===== src/verilog/tmr_pkg.sv =====
`default_nettype none
package tmr_pkg;

    // ------------------------------------------------------------
    // Register indices (byte address is four times the index)
    // ------------------------------------------------------------
    localparam logic [29:0] IDX_RUN = 30'h0000088;
    localparam logic [29:0] IDX_MODE = 30'h0000089;
    localparam logic [29:0] IDX_TL0 = 30'h000008a;
    localparam logic [29:0] IDX_TL1 = 30'h000008b;
    localparam logic [29:0] IDX_TH0 = 30'h000008c;
    localparam logic [29:0] IDX_TH1 = 30'h000008d;
    localparam logic [29:0] IDX_CTRL2 = 30'h00000c8;
    localparam logic [29:0] IDX_RL_LO = 30'h00000ca;
    localparam logic [29:0] IDX_RL_HI = 30'h00000cb;
    localparam logic [29:0] IDX_TL2 = 30'h00000cc;
    localparam logic [29:0] IDX_TH2 = 30'h00000cd;
    localparam logic [29:0] IDX_STATUS = 30'h00000d0;
    localparam logic [29:0] IDX_MASK = 30'h00000d1;

    // ------------------------------------------------------------
    // Field positions
    // ------------------------------------------------------------
    localparam int MODE_SECOND_TIMER_GATE = 7;
    localparam int MODE_SRC1 = 6;
    localparam int MODE_M1_LO = 4;
    localparam int MODE_FIRST_TIMER_GATE = 3;
    localparam int MODE_SRC0 = 2;
    localparam int MODE_M0_LO = 0;
    localparam int RUN_FIRST = 0;
    localparam int RUN_SECOND = 1;
    localparam int CTRL2_RUN = 0;
    localparam int CTRL2_SRC = 1;
    localparam int CTRL2_DOWN_COUNT_ENABLE = 2;
    localparam int CTRL2_EXF = 7;
    localparam int ST_FIRST = 0;
    localparam int ST_SECOND = 1;
    localparam int ST_THIRD = 2;

    // ------------------------------------------------------------
    // Mode encodings of the first two timers
    // ------------------------------------------------------------
    localparam logic [1:0] MODE_13BIT = 2'h0;
    localparam logic [1:0] MODE_16BIT = 2'h1;
    localparam logic [1:0] MODE_RELOAD = 2'h2;
    localparam logic [1:0] MODE_SPLIT = 2'h3;

    // ------------------------------------------------------------
    // Pin positions and timing
    // ------------------------------------------------------------
    localparam int PIN_IRQ_A = 0;
    localparam int PIN_IRQ_B = 1;
    localparam int PIN_CNT0 = 2;
    localparam int PIN_CNT1 = 3;
    localparam int PIN_CNT2 = 4;
    localparam int PIN_DIR = 5;
    localparam int NUM_PINS = 6;
    localparam logic [7:0] DIV01_DEFAULT = 8'h0c;
    localparam logic [7:0] DIV2_DEFAULT = 8'h06;

    // ------------------------------------------------------------
    // Carriers
    // ------------------------------------------------------------
    typedef struct packed {
        logic [7:0] tl;
        logic [7:0] th;
        logic ovf;
    } tmr_cnt_s;

    typedef struct packed {
        logic [7:0] mode;
        logic [7:0] tl0;
        logic [7:0] th0;
        logic [7:0] tl1;
        logic [7:0] th1;
        logic run0;
        logic run1;
        logic t2run;
        logic t2src;
        logic down_count_enable;
        logic third_timer_external_flag;
        logic [7:0] tl2;
        logic [7:0] th2;
        logic [7:0] rl_lo;
        logic [7:0] rl_hi;
        logic [2:0] status;
        logic [2:0] mask;
        logic [7:0] div01;
        logic [7:0] div2;
        logic dp_wr;
        logic [29:0] dp_idx;
        logic [31:0] rdata;
    } tmr_state_s;

    localparam tmr_state_s TMR_STATE_RESET = '0;

endpackage
`default_nettype wire


===== src/verilog/tmr_pin_sync.sv =====
`default_nettype none
module tmr_pin_sync
    import tmr_pkg::*;
#(
    parameter int N = NUM_PINS
)
(
    input wire logic hclk,
    input wire logic hresetn,
    input wire logic [N-1:0] pin_in,
    output logic [N-1:0] level,
    output logic [N-1:0] fall
);

    typedef struct packed {
        logic [N-1:0] s1;
        logic [N-1:0] s2;
        logic [N-1:0] s3;
        logic [N-1:0] lvl;
        logic [N-1:0] fall;
    } tmr_sync_s;

    tmr_sync_s st;
    tmr_sync_s next_st;
    logic [N-1:0] settle;

    // --------------------------------------------------------
    // Per-pin filter: only a level seen twice in a row counts
    // --------------------------------------------------------
    for (genvar i = 0; i < N; i++)
    begin : g_bit
        assign settle[i] = (st.s2[i] == st.s3[i]) ? st.s2[i] : st.lvl[i];
    end

    // Chain; the first stage feeds only the second
    always_comb
    begin
        next_st = st;
        next_st.s1 = pin_in;
        next_st.s2 = st.s1;
        next_st.s3 = st.s2;
        next_st.lvl = settle;
        next_st.fall = st.lvl & ~settle;
    end

    // Idle level high so a gated timer is not blocked after reset
    always_ff @(posedge hclk or negedge hresetn)
    begin
        if (!hresetn)
            st <= '{s1: '1, s2: '1, s3: '1, lvl: '1, fall: '0};
        else
            st <= next_st;
    end

    assign level = st.lvl;
    assign fall = st.fall;

endmodule
`default_nettype wire


===== src/verilog/tmr_timers.sv =====
// The AHB-Lite slave port was left to the implementer.
`default_nettype none
// Function
// - Second timer gated: counts only with its irq pin high and run set
// - Second timer counts divided clock, or count pin falling edges when selected
// - Second timer modes: 13-bit, 16-bit, 8-bit reload, halt keeping count
// - First timer gated: counts only with its irq pin high and run set
// - First timer counts divided clock, or its count pin falling edges
// - First timer modes: 13-bit, 16-bit, 8-bit reload from high byte
// - Split mode: low byte own counter, high byte on second run and flag
// - Mode register and first two timers' count bytes reset to zero
// - Third timer count is two cascaded bytes forming 16 bits
// - Third timer counts clock divided by six, or count pin falling edges
// - Third timer advances only while its run bit is set
// - Up overflow past all ones sets flag, requests irq, loads reload pair
// - Down: count equal reload pair sets flag and loads all ones
// - Each wrap with down-count enable set toggles external flag, no interrupt
// - Overflows set first/second flags; vectoring clears them
// - 13-bit mode uses only lower five bits of low byte
module tmr_timers
    import tmr_pkg::*;
#(
    parameter logic [7:0] DIV01 = DIV01_DEFAULT,
    parameter logic [7:0] DIV2 = DIV2_DEFAULT
)
(
    input wire logic hclk,
    input wire logic hresetn,
    input wire logic hsel,
    input wire logic [31:0] haddr,
    input wire logic [1:0] htrans,
    input wire logic hwrite,
    input wire logic [2:0] hsize,
    input wire logic [31:0] hwdata,
    input wire logic hready,
    output logic [31:0] hrdata,
    output logic hreadyout,
    output logic hresp,
    input wire logic ext_irq_a_pin,
    input wire logic ext_irq_b_pin,
    input wire logic first_count_pin,
    input wire logic second_count_pin,
    input wire logic third_count_pin,
    input wire logic third_direction_pin,
    input wire logic first_irq_ack,
    input wire logic second_irq_ack,
    output logic timer_irq
);

    tmr_state_s st;
    tmr_state_s next_st;
    logic [NUM_PINS-1:0] pin_lvl;
    logic [NUM_PINS-1:0] pin_fall;
    logic [1:0] m0;
    logic [1:0] m1;
    logic tick01;
    logic tick2;
    logic in0;
    logic in1;
    logic in2;
    logic th0_in;
    logic up2;
    logic wrap2;
    logic [15:0] cnt2;
    logic [15:0] rl2;
    logic [2:0] set_v;
    logic [2:0] clr_v;
    logic acc;
    tmr_cnt_s r0;
    tmr_cnt_s r1;
    logic [15:0] cnt0_w;

    // ------------------------------------------------------------
    // Pin conditioning
    // ------------------------------------------------------------
    tmr_pin_sync #(.N(NUM_PINS)) u_sync (
        .hclk(hclk),
        .hresetn(hresetn),
        .pin_in({third_direction_pin, third_count_pin, second_count_pin,
                 first_count_pin, ext_irq_b_pin, ext_irq_a_pin}),
        .level(pin_lvl),
        .fall(pin_fall)
    );

    // ------------------------------------------------------------
    // One step of an 8/13/16-bit counter; split and halt handled outside
    // ------------------------------------------------------------
    function automatic tmr_cnt_s tmr_step(input logic [1:0] m, input logic [7:0] tl,
                                         input logic [7:0] th);
        tmr_cnt_s r;
        r.tl = tl;
        r.th = th;
        r.ovf = 1'b0;
        case (m)
            MODE_13BIT:
            begin
                // Upper three bits stay untouched and play no part
                r.tl = {tl[7:5], 5'(tl[4:0] + 5'h01)};
                if (tl[4:0] == 5'h1f)
                begin
                    r.th = th + 8'h01;
                    r.ovf = (th == 8'hff);
                end
            end
            MODE_16BIT:
            begin
                {r.th, r.tl} = {th, tl} + 16'h0001;
                r.ovf = ({th, tl} == 16'hffff);
            end
            MODE_RELOAD:
            begin
                r.tl = (tl == 8'hff) ? th : tl + 8'h01;
                r.ovf = (tl == 8'hff);
            end
            default:
            begin
                r.ovf = 1'b0;
            end
        endcase
        return r;
    endfunction

    // Register read mux; unmapped indices read zero
    function automatic logic [7:0] tmr_read(input tmr_state_s s, input logic [29:0] idx);
        case (idx)
            IDX_RUN: return {6'h00, s.run1, s.run0};
            IDX_MODE: return s.mode;
            IDX_TL0: return s.tl0;
            IDX_TL1: return s.tl1;
            IDX_TH0: return s.th0;
            IDX_TH1: return s.th1;
            IDX_CTRL2: return {s.third_timer_external_flag, 4'h0, s.down_count_enable, s.t2src, s.t2run};
            IDX_RL_LO: return s.rl_lo;
            IDX_RL_HI: return s.rl_hi;
            IDX_TL2: return s.tl2;
            IDX_TH2: return s.th2;
            IDX_STATUS: return {5'h00, s.status};
            IDX_MASK: return {5'h00, s.mask};
            default: return 8'h00;
        endcase
    endfunction

    // ------------------------------------------------------------
    // Count enables
    // ------------------------------------------------------------
    assign m0 = st.mode[MODE_M0_LO +: 2];
    assign m1 = st.mode[MODE_M1_LO +: 2];
    assign tick01 = (st.div01 == DIV01 - 8'h01);
    assign tick2 = (st.div2 == DIV2 - 8'h01);
    // Gate pin only matters when the gate bit is set
    assign in0 = st.run0 && (!st.mode[MODE_FIRST_TIMER_GATE] || pin_lvl[PIN_IRQ_A])
                 && (st.mode[MODE_SRC0] ? pin_fall[PIN_CNT0] : tick01);
    assign in1 = st.run1 && (!st.mode[MODE_SECOND_TIMER_GATE] || pin_lvl[PIN_IRQ_B])
                 && (st.mode[MODE_SRC1] ? pin_fall[PIN_CNT1] : tick01);
    // Split high byte is a pure timer borrowing the second run bit
    assign th0_in = (m0 == MODE_SPLIT) && st.run1 && tick01;
    assign in2 = st.t2run && (st.t2src ? pin_fall[PIN_CNT2] : tick2);
    assign up2 = !st.down_count_enable || pin_lvl[PIN_DIR];
    assign cnt2 = {st.th2, st.tl2};
    assign rl2 = {st.rl_hi, st.rl_lo};
    assign wrap2 = up2 ? (cnt2 == 16'hffff) : (cnt2 == rl2);
    assign r0 = tmr_step(m0, st.tl0, st.th0);
    assign r1 = tmr_step(m1, st.tl1, st.th1);
    assign acc = hsel && hready && htrans[1];

    // Event set vector, later merged so a set wins over any clear
    always_comb
    begin
        set_v = 3'h0;
        if (m0 == MODE_SPLIT)
        begin
            set_v[ST_FIRST] = in0 && (st.tl0 == 8'hff);
            set_v[ST_SECOND] = th0_in && (st.th0 == 8'hff);
        end
        else
        begin
            set_v[ST_FIRST] = in0 && r0.ovf;
            // Second timer raises no flag while halted in split mode
            set_v[ST_SECOND] = in1 && r1.ovf && (m1 != MODE_SPLIT);
        end
        set_v[ST_THIRD] = in2 && wrap2;
    end

    // Clear sources: vectoring acknowledge and write-one-to-clear
    always_comb
    begin
        clr_v = {1'b0, second_irq_ack, first_irq_ack};
        if (st.dp_wr && st.dp_idx == IDX_STATUS)
            clr_v = clr_v | hwdata[2:0];
    end

    // ------------------------------------------------------------
    // Next state: counting first, then bus writes take precedence over all but flag sets and the external flag toggle
    // ------------------------------------------------------------
    always_comb
    begin
        next_st = st;
        next_st.div01 = tick01 ? 8'h00 : st.div01 + 8'h01;
        next_st.div2 = tick2 ? 8'h00 : st.div2 + 8'h01;
        // First timer
        if (m0 == MODE_SPLIT)
        begin
            if (in0)
                next_st.tl0 = st.tl0 + 8'h01;
            if (th0_in)
                next_st.th0 = st.th0 + 8'h01;
        end
        else if (in0)
        begin
            next_st.tl0 = r0.tl;
            next_st.th0 = r0.th;
        end
        // Second timer; halt mode simply never steps
        if (in1 && m1 != MODE_SPLIT)
        begin
            next_st.tl1 = r1.tl;
            next_st.th1 = r1.th;
        end
        // Third timer, up with reload or down to the reload pair
        if (in2)
        begin
            if (up2)
                {next_st.th2, next_st.tl2} = wrap2 ? rl2 : cnt2 + 16'h0001;
            else
                {next_st.th2, next_st.tl2} = wrap2 ? 16'hffff : cnt2 - 16'h0001;
        end
        // Bus address phase: read data is latched now, so hrdata is a flop
        next_st.dp_wr = acc && hwrite && (haddr[1:0] == 2'h0);
        next_st.dp_idx = haddr[31:2];
        if (acc && !hwrite)
            next_st.rdata = (haddr[1:0] == 2'h0) ? {24'h000000, tmr_read(st, haddr[31:2])}
                                                 : 32'h00000000;
        // Bus data phase; a write beats a same-cycle count step
        if (st.dp_wr)
        begin
            case (st.dp_idx)
                IDX_RUN:
                begin
                    next_st.run0 = hwdata[RUN_FIRST];
                    next_st.run1 = hwdata[RUN_SECOND];
                end
                IDX_MODE: next_st.mode = hwdata[7:0];
                IDX_TL0: next_st.tl0 = hwdata[7:0];
                IDX_TL1: next_st.tl1 = hwdata[7:0];
                IDX_TH0: next_st.th0 = hwdata[7:0];
                IDX_TH1: next_st.th1 = hwdata[7:0];
                IDX_CTRL2:
                begin
                    next_st.t2run = hwdata[CTRL2_RUN];
                    next_st.t2src = hwdata[CTRL2_SRC];
                    next_st.down_count_enable = hwdata[CTRL2_DOWN_COUNT_ENABLE];
                    next_st.third_timer_external_flag = hwdata[CTRL2_EXF];
                end
                IDX_RL_LO: next_st.rl_lo = hwdata[7:0];
                IDX_RL_HI: next_st.rl_hi = hwdata[7:0];
                IDX_TL2: next_st.tl2 = hwdata[7:0];
                IDX_TH2: next_st.th2 = hwdata[7:0];
                IDX_MASK: next_st.mask = hwdata[2:0];
                default: next_st.mask = st.mask;
            endcase
        end
        // Toggle applied on top of any written value so no wrap is lost
        if (in2 && wrap2 && st.down_count_enable)
            next_st.third_timer_external_flag = !next_st.third_timer_external_flag;
        next_st.status = (st.status & ~clr_v) | set_v;
    end

    // Whole state resets to zero
    always_ff @(posedge hclk or negedge hresetn)
    begin
        if (!hresetn)
            st <= TMR_STATE_RESET;
        else
            st <= next_st;
    end

    // ------------------------------------------------------------
    // Outputs
    // ------------------------------------------------------------
    assign hrdata = st.rdata;
    assign hreadyout = 1'b1;
    assign hresp = 1'b0;
    // External flag is left out of the mask on purpose
    assign timer_irq = |(st.status & st.mask);

    // First timer as one 16-bit word for the step check
    assign cnt0_w = {st.th0, st.tl0};
endmodule
`default_nettype wire

===== config.mk =====
export PLATFORM = sky130hd
export DESIGN_NAME = tmr_timers
export DESIGN_NICKNAME = d
export VERILOG_FILES = /design/src/verilog/tmr_pkg.sv /design/src/verilog/tmr_pin_sync.sv /design/src/verilog/tmr_timers.sv
export SDC_FILE = /design/constraint.sdc
export NUM_CORES = 1
export LEC_CHECK = 0
export BUFFER_PORTS_ARGS = -buffer_cell sky130_fd_sc_hd__buf_4
export CORE_MARGIN = 2
export CORE_UTILIZATION = 30
export DETAILED_ROUTE_END_ITERATION = 16
export GPL_ROUTABILITY_DRIVEN = 0
export PLACE_DENSITY = 0.51
export SLEW_MARGIN = 0
export SYNTH_ARGS = -nofsm -noshare
export SYNTH_HDL_FRONTEND = slang
export SYNTH_HIERARCHICAL = 1
export SYNTH_SLANG_ARGS = --single-unit

===== constraint.sdc =====
create_clock -name hclk -period 2.9 [get_ports hclk]
set_input_delay 0.435 -clock hclk [delete_from_list [all_inputs] [get_ports hclk]]
set_output_delay 0.435 -clock hclk [all_outputs]
set_load 0.01 [all_outputs]

# Yosys cells after proc, flatten, opt, wreduce, memory -nomap -nowiden
# Cells that the tools add are included.
# Widths: inputs -> output; s select.
dict set report word_totals {
  inputBits 82
  ramBits 0
  elab_cells 182
  n_memories 0
  ff_bits 192
  romBits 0
  latch_bits 0
}
dict set report op_classes {
  mul 0
  n_reduce_logical 39
  mux 47
  bitwise_logic 7
  magnitude_cmp 0
  addsub 12
  n_shift 0
  eq_ne 50
  div_mod_pow 0
}
# operator n
set ops {}
lappend ops {{$eq 30x8->1 const B} 26}
lappend ops {{$mux 8} 15}
lappend ops {{$mux 16} 7}
lappend ops {{$pmux 8 s13} 1}
lappend ops {{$mux 70} 1}
lappend ops {{$add 16x1->16 const B} 3}
lappend ops {{$add 8x1->8 const B} 6}
lappend ops {{$eq 16x16->1 const B} 3}
lappend ops {{$pmux 8 s3} 2}
lappend ops {{$eq 8x8->1 const B} 4}
lappend ops {{$pmux 8 s2} 2}
lappend ops {{$logic_and 1x1->1} 21}
lappend ops {{$mux 9} 2}
lappend ops {{$eq 16x16->1} 1}
lappend ops {{$sub 16x1->16 const B} 1}
lappend ops {{$reduce_and 2->1} 6}
lappend ops {{$mux 1} 11}
lappend ops {{$add 5x1->5 const B} 2}
lappend ops {{$eq 5x5->1 const B} 2}
lappend ops {{$eq 8x3->1 const B} 1}
lappend ops {{$eq 8x4->1 const B} 1}
lappend ops {{$and 3x3->3} 2}
lappend ops {{$eq 1x1->1} 6}
lappend ops {{$eq 2x2->1 const B} 3}
lappend ops {{15 further kinds} 26}

# Longest topological paths before layout
dict set report depth {
  word_depth 10
  depth_mapped 10
  mapped_depth_nobuf 10
}

# By module
# The synthesis kept the hierarchy.
# module n_inst cells_each area_each_um2
set modules_own_cells {}
lappend modules_own_cells {tmr_timers 1 1005 8867.3}
lappend modules_own_cells {tmr_pin_sync 1 54 983.4}

# Worst setup path after synthesis
# No wires, ideal clock.
dict set report synth_timing {
  path_kind {flip-flop to flip-flop}
  from {register u_sync.st, in the netlist u_sync/level[5]}
  to {register st, in the netlist cnt2[4]}
  slack_ns 0.330
  t_arrival_ns 2.448
  setup_time_ns 0.121
  t_required_ns 2.779
  stages_incl_launch_ff 11
  synth_period_minus_slack_ns 2.570
  path_cell_list {dfstp_2 > buf_4 > buf_2 > or4b_1 > a21oi_1 > o22ai_1 > nor4_4 > buf_4 > mux2i_1 > a21oi_1 > o22a_1}
}
# item line
set synth_rtl {}
lappend synth_rtl {{from (decl)} tmr_pin_sync.sv:23} ;# tmr_sync_s st;
lappend synth_rtl {{from (signal assigned)} tmr_pin_sync.sv:50} ;# st <= '{s1: '1, s2: '1, s3: '1, lvl: '1, fall: '0};
lappend synth_rtl {{from (signal assigned)} tmr_pin_sync.sv:52} ;# st <= next_st;
lappend synth_rtl {{to (signal assigned)} tmr_timers.sv:274} ;# st <= next_st;
lappend synth_rtl {{to (decl)} tmr_timers.sv:50} ;# tmr_state_s st;

==> flow_summary_export.csv <==
group,metric,value,unit
detailed_routing,drt-total-wl,31.24,mm
worst_setup_path,worstSetupEndpointType,"flop",
min_path,holdPathStages,1,
timing,finalHoldViolations,0,
die,coreArea,0.03172,mm^2
logic_synthesis,syn_inst,1047,
clocking,numCtsBuffers,17,
worst_setup_path,timing.rr.start,"u_sync/level[5]$_DFF_PN1_",
timing,maxSlewHeadroom,56.77,%
logic_synthesis,ys_warn_count,6,
min_path,hold_path_class,"input pin to flop",
logic_synthesis,syn_area_per_cell,9.272,um^2
placed_design,port_buffers,62,
timing,fmax,366.7,MHz
worst_setup_path,r2r_end,"cnt2[12]$_DFF_PN0_",
worst_setup_path,critPathRequiredTime,3.20,ns
die,dieWidth,183.9,um
min_path,holdPathEnd,"u_sync/next_st[18]$_DFF_PN1_",
finish,layout.nets,1202,
clocking,htree_levels,4,
timing,min_period,2.727,ns
die,die_h,183.9,um
worst_setup_path,r2r_slack,0.17,ns
logic_synthesis,synth_area,0.009708,mm^2
pwr,p_per_area,573.8,mW/mm^2
global_route,grt_pass1_vias,8036,
timing,fin_skew,0.01343,ns
pwr,peakVddDrop,410.3,uV
die,io_pins,117,
detailed_routing,via_per_inst,5.493,
clocking,clk_path_buf_depth,2,
pwr,cellLeakagePower,0.004589,uW
pwr,p_total,6513,uW
detailed_routing,route.detailed.drc,0,
detailed_routing,drt_iter0_drc,616,
min_path,hold_path.startpoint,"ext_irq_a_pin",
timing,setup_viol,0,
flow_run,cap_violations,0,
detailed_routing,first_pass_iters,5,
placed_design,dpl.hpwl,22.57,mm
timing,slew_violations,0,
clocking,cts_sinks,166,
worst_setup_path,cp_max_fo,29,
timing,worst_slack,0.1727,ns
worst_setup_path,start_kind,"flop",
global_route,grt_first_pass_wirelength,47.80,mm
timing,period_share,94.04,%
die,die_area,0.03382,mm^2
detailed_routing,vias,8371,
clocking,cts_root_buffer,"clkbuf_16",
clocking,clock_latency,0.43,ns
timing,whs,0.1054,ns
finish,area_growth,16.93,%
worst_setup_path,r2r_cells,9,
worst_setup_path,worst-endpoint-arrival,3.02,ns
outcome,status,"complete, no violations",
timing,max_slew.worst_pin.slew,0.6430,ns
die,start_util,30.61,%
detailed_routing,wl_per_cell,20.50,um
global_route,grt_max_degree,49,
placed_design,preCtsSetupSlack,0.1624,ns
timing,rsz0062_at_grt,"no",
finish,drive_gt1_share,20.32,%
timing,fin_setup_tns,0,ns
global_route,grt_antenna_before_repair,0,
finish,fillers,3199,
global_route,grt_overflow,0,
global_route,grt_use_total,18.68,%
clocking,path_clk_slew,0.07,ns
clocking,cts_tree,"yes",
worst_setup_path,crit_type,"flop to flop",
finish,n_antenna_cell,0,
detailed_routing,ant_nets,0,
die,row_count,65,
[cells in the final DEF, fill, tap and decap left out, types with 6 or more instances in the layout]
cell / count
and2_1: 8
maj3_2: 6
nand2b_1: 10
nor2_1: 98
a21oi_1: 66
o21ai_1: 7
ha_1: 11
o221ai_1: 9
o21ai_0: 22
buf_4: 116
a221oi_1: 6
nand4_1: 15
a32oi_1: 7
a31oi_1: 20
mux2_2: 35
nand3b_1: 6
xor2_1: 20
nand2_1: 96
nand3_1: 42
nor4b_1: 14
inv_1: 20
o31ai_1: 9
conb_1: 26
and3_1: 17
nor3_1: 23
dfrtp_1: 141
nor3b_1: 9
or4b_1: 8
nor2b_1: 10
a22oi_1: 17
xnor2_1: 31
a32o_1: 7
clkbuf_16: 19
mux2i_1: 17
o22ai_1: 11
nor4_1: 21
dfstp_2: 24
[worst max-delay path by stage]
stage / from / to / slack, ns
floorplan: u_sync/level[5]$_DFF_PN1_ / cnt2[4]$_DFF_PN0_ / 0.33
global placement: st[118]$_DFFE_PN0P_ / cnt2[14]$_DFF_PN0_ / 0.05
detailed placement: st[118]$_DFFE_PN0P_ / cnt2[14]$_DFF_PN0_ / 0.16
CTS: st[118]$_DFFE_PN0P_ / cnt2[14]$_DFF_PN0_ / 0.13
global route: u_sync/level[5]$_DFF_PN1_ / cnt2[12]$_DFF_PN0_ / 0.04
finish: u_sync/level[5]$_DFF_PN1_ / cnt2[12]$_DFF_PN0_ / 0.17
[power by group]
group | total (uW) | internal [uW] | leakage (uW) | switching, uW
sequential | 2880 | 2540 | 0.00202 | 335
combinational | 1300 | 563 | 0.00227 | 737
clock | 2330 | 1330 | 0.000292 | 1010
[per-stage QoR]
step	area, um^2	instances	utilization (%)
detailed placement	10730	1491	33.83
floorplan	9798	1071	-
finish	11350	1524	35.79
global route	11350	1524	35.79
global placement	10730	1491	33.83
CTS	11340	1524	35.76
[state kept, by name, summed over array words and instances, names as in the netlist]
name,cells
st,79
cnt0_w,16
cnt2,16
rl2,16
u_sync/next_st,12
hrdata,8
u_sync/level,6
u_sync/st,6
u_sync/fall,3
m0,2
m1,2
[critical path, stage by stage (launching register included)]
cell,delay [ns]
dfstp_2,0.67
nand2b_1,0.19
buf_12,0.20
a32o_1,0.19
o22ai_1,0.12
nor4_4,0.37
buf_12,0.20
mux2_1,0.34
o221ai_1,0.18
a31oi_1,0.11
[cell type report]
type	count	area, um^2	share of cell area (%)
Multi-Input combinational cell	780	4990	43.95
Tap cell	402	503.0	4.431
Inverter	21	78.83	0.6944
Clock buffer	22	496.7	4.376
Clock inverter	10	106.4	0.9368
Sequential cell	166	4185	36.87
Timing Repair Buffer	123	992.2	8.740
[what timing repair did]
action                                  CTS  global route
hold buffers                              1             0
endpoints found under the setup margin    0             4
endpoints found under the hold margin    29             0
buffers inserted                          0             0
resized for setup                         0             2
[routing by layer]
layer / track usage [%] / wire, um / vias up
met4: 7.040 / 841 / 0
li1: - / - / 3893
met3: 3.071 / 1873 / 46
met5: 0 / 0 / -
met2: 28.41 / 13750 / 311
met1: 26.56 / 14770 / 4121
No activity file was read; power rests on OpenSTA's default activity.
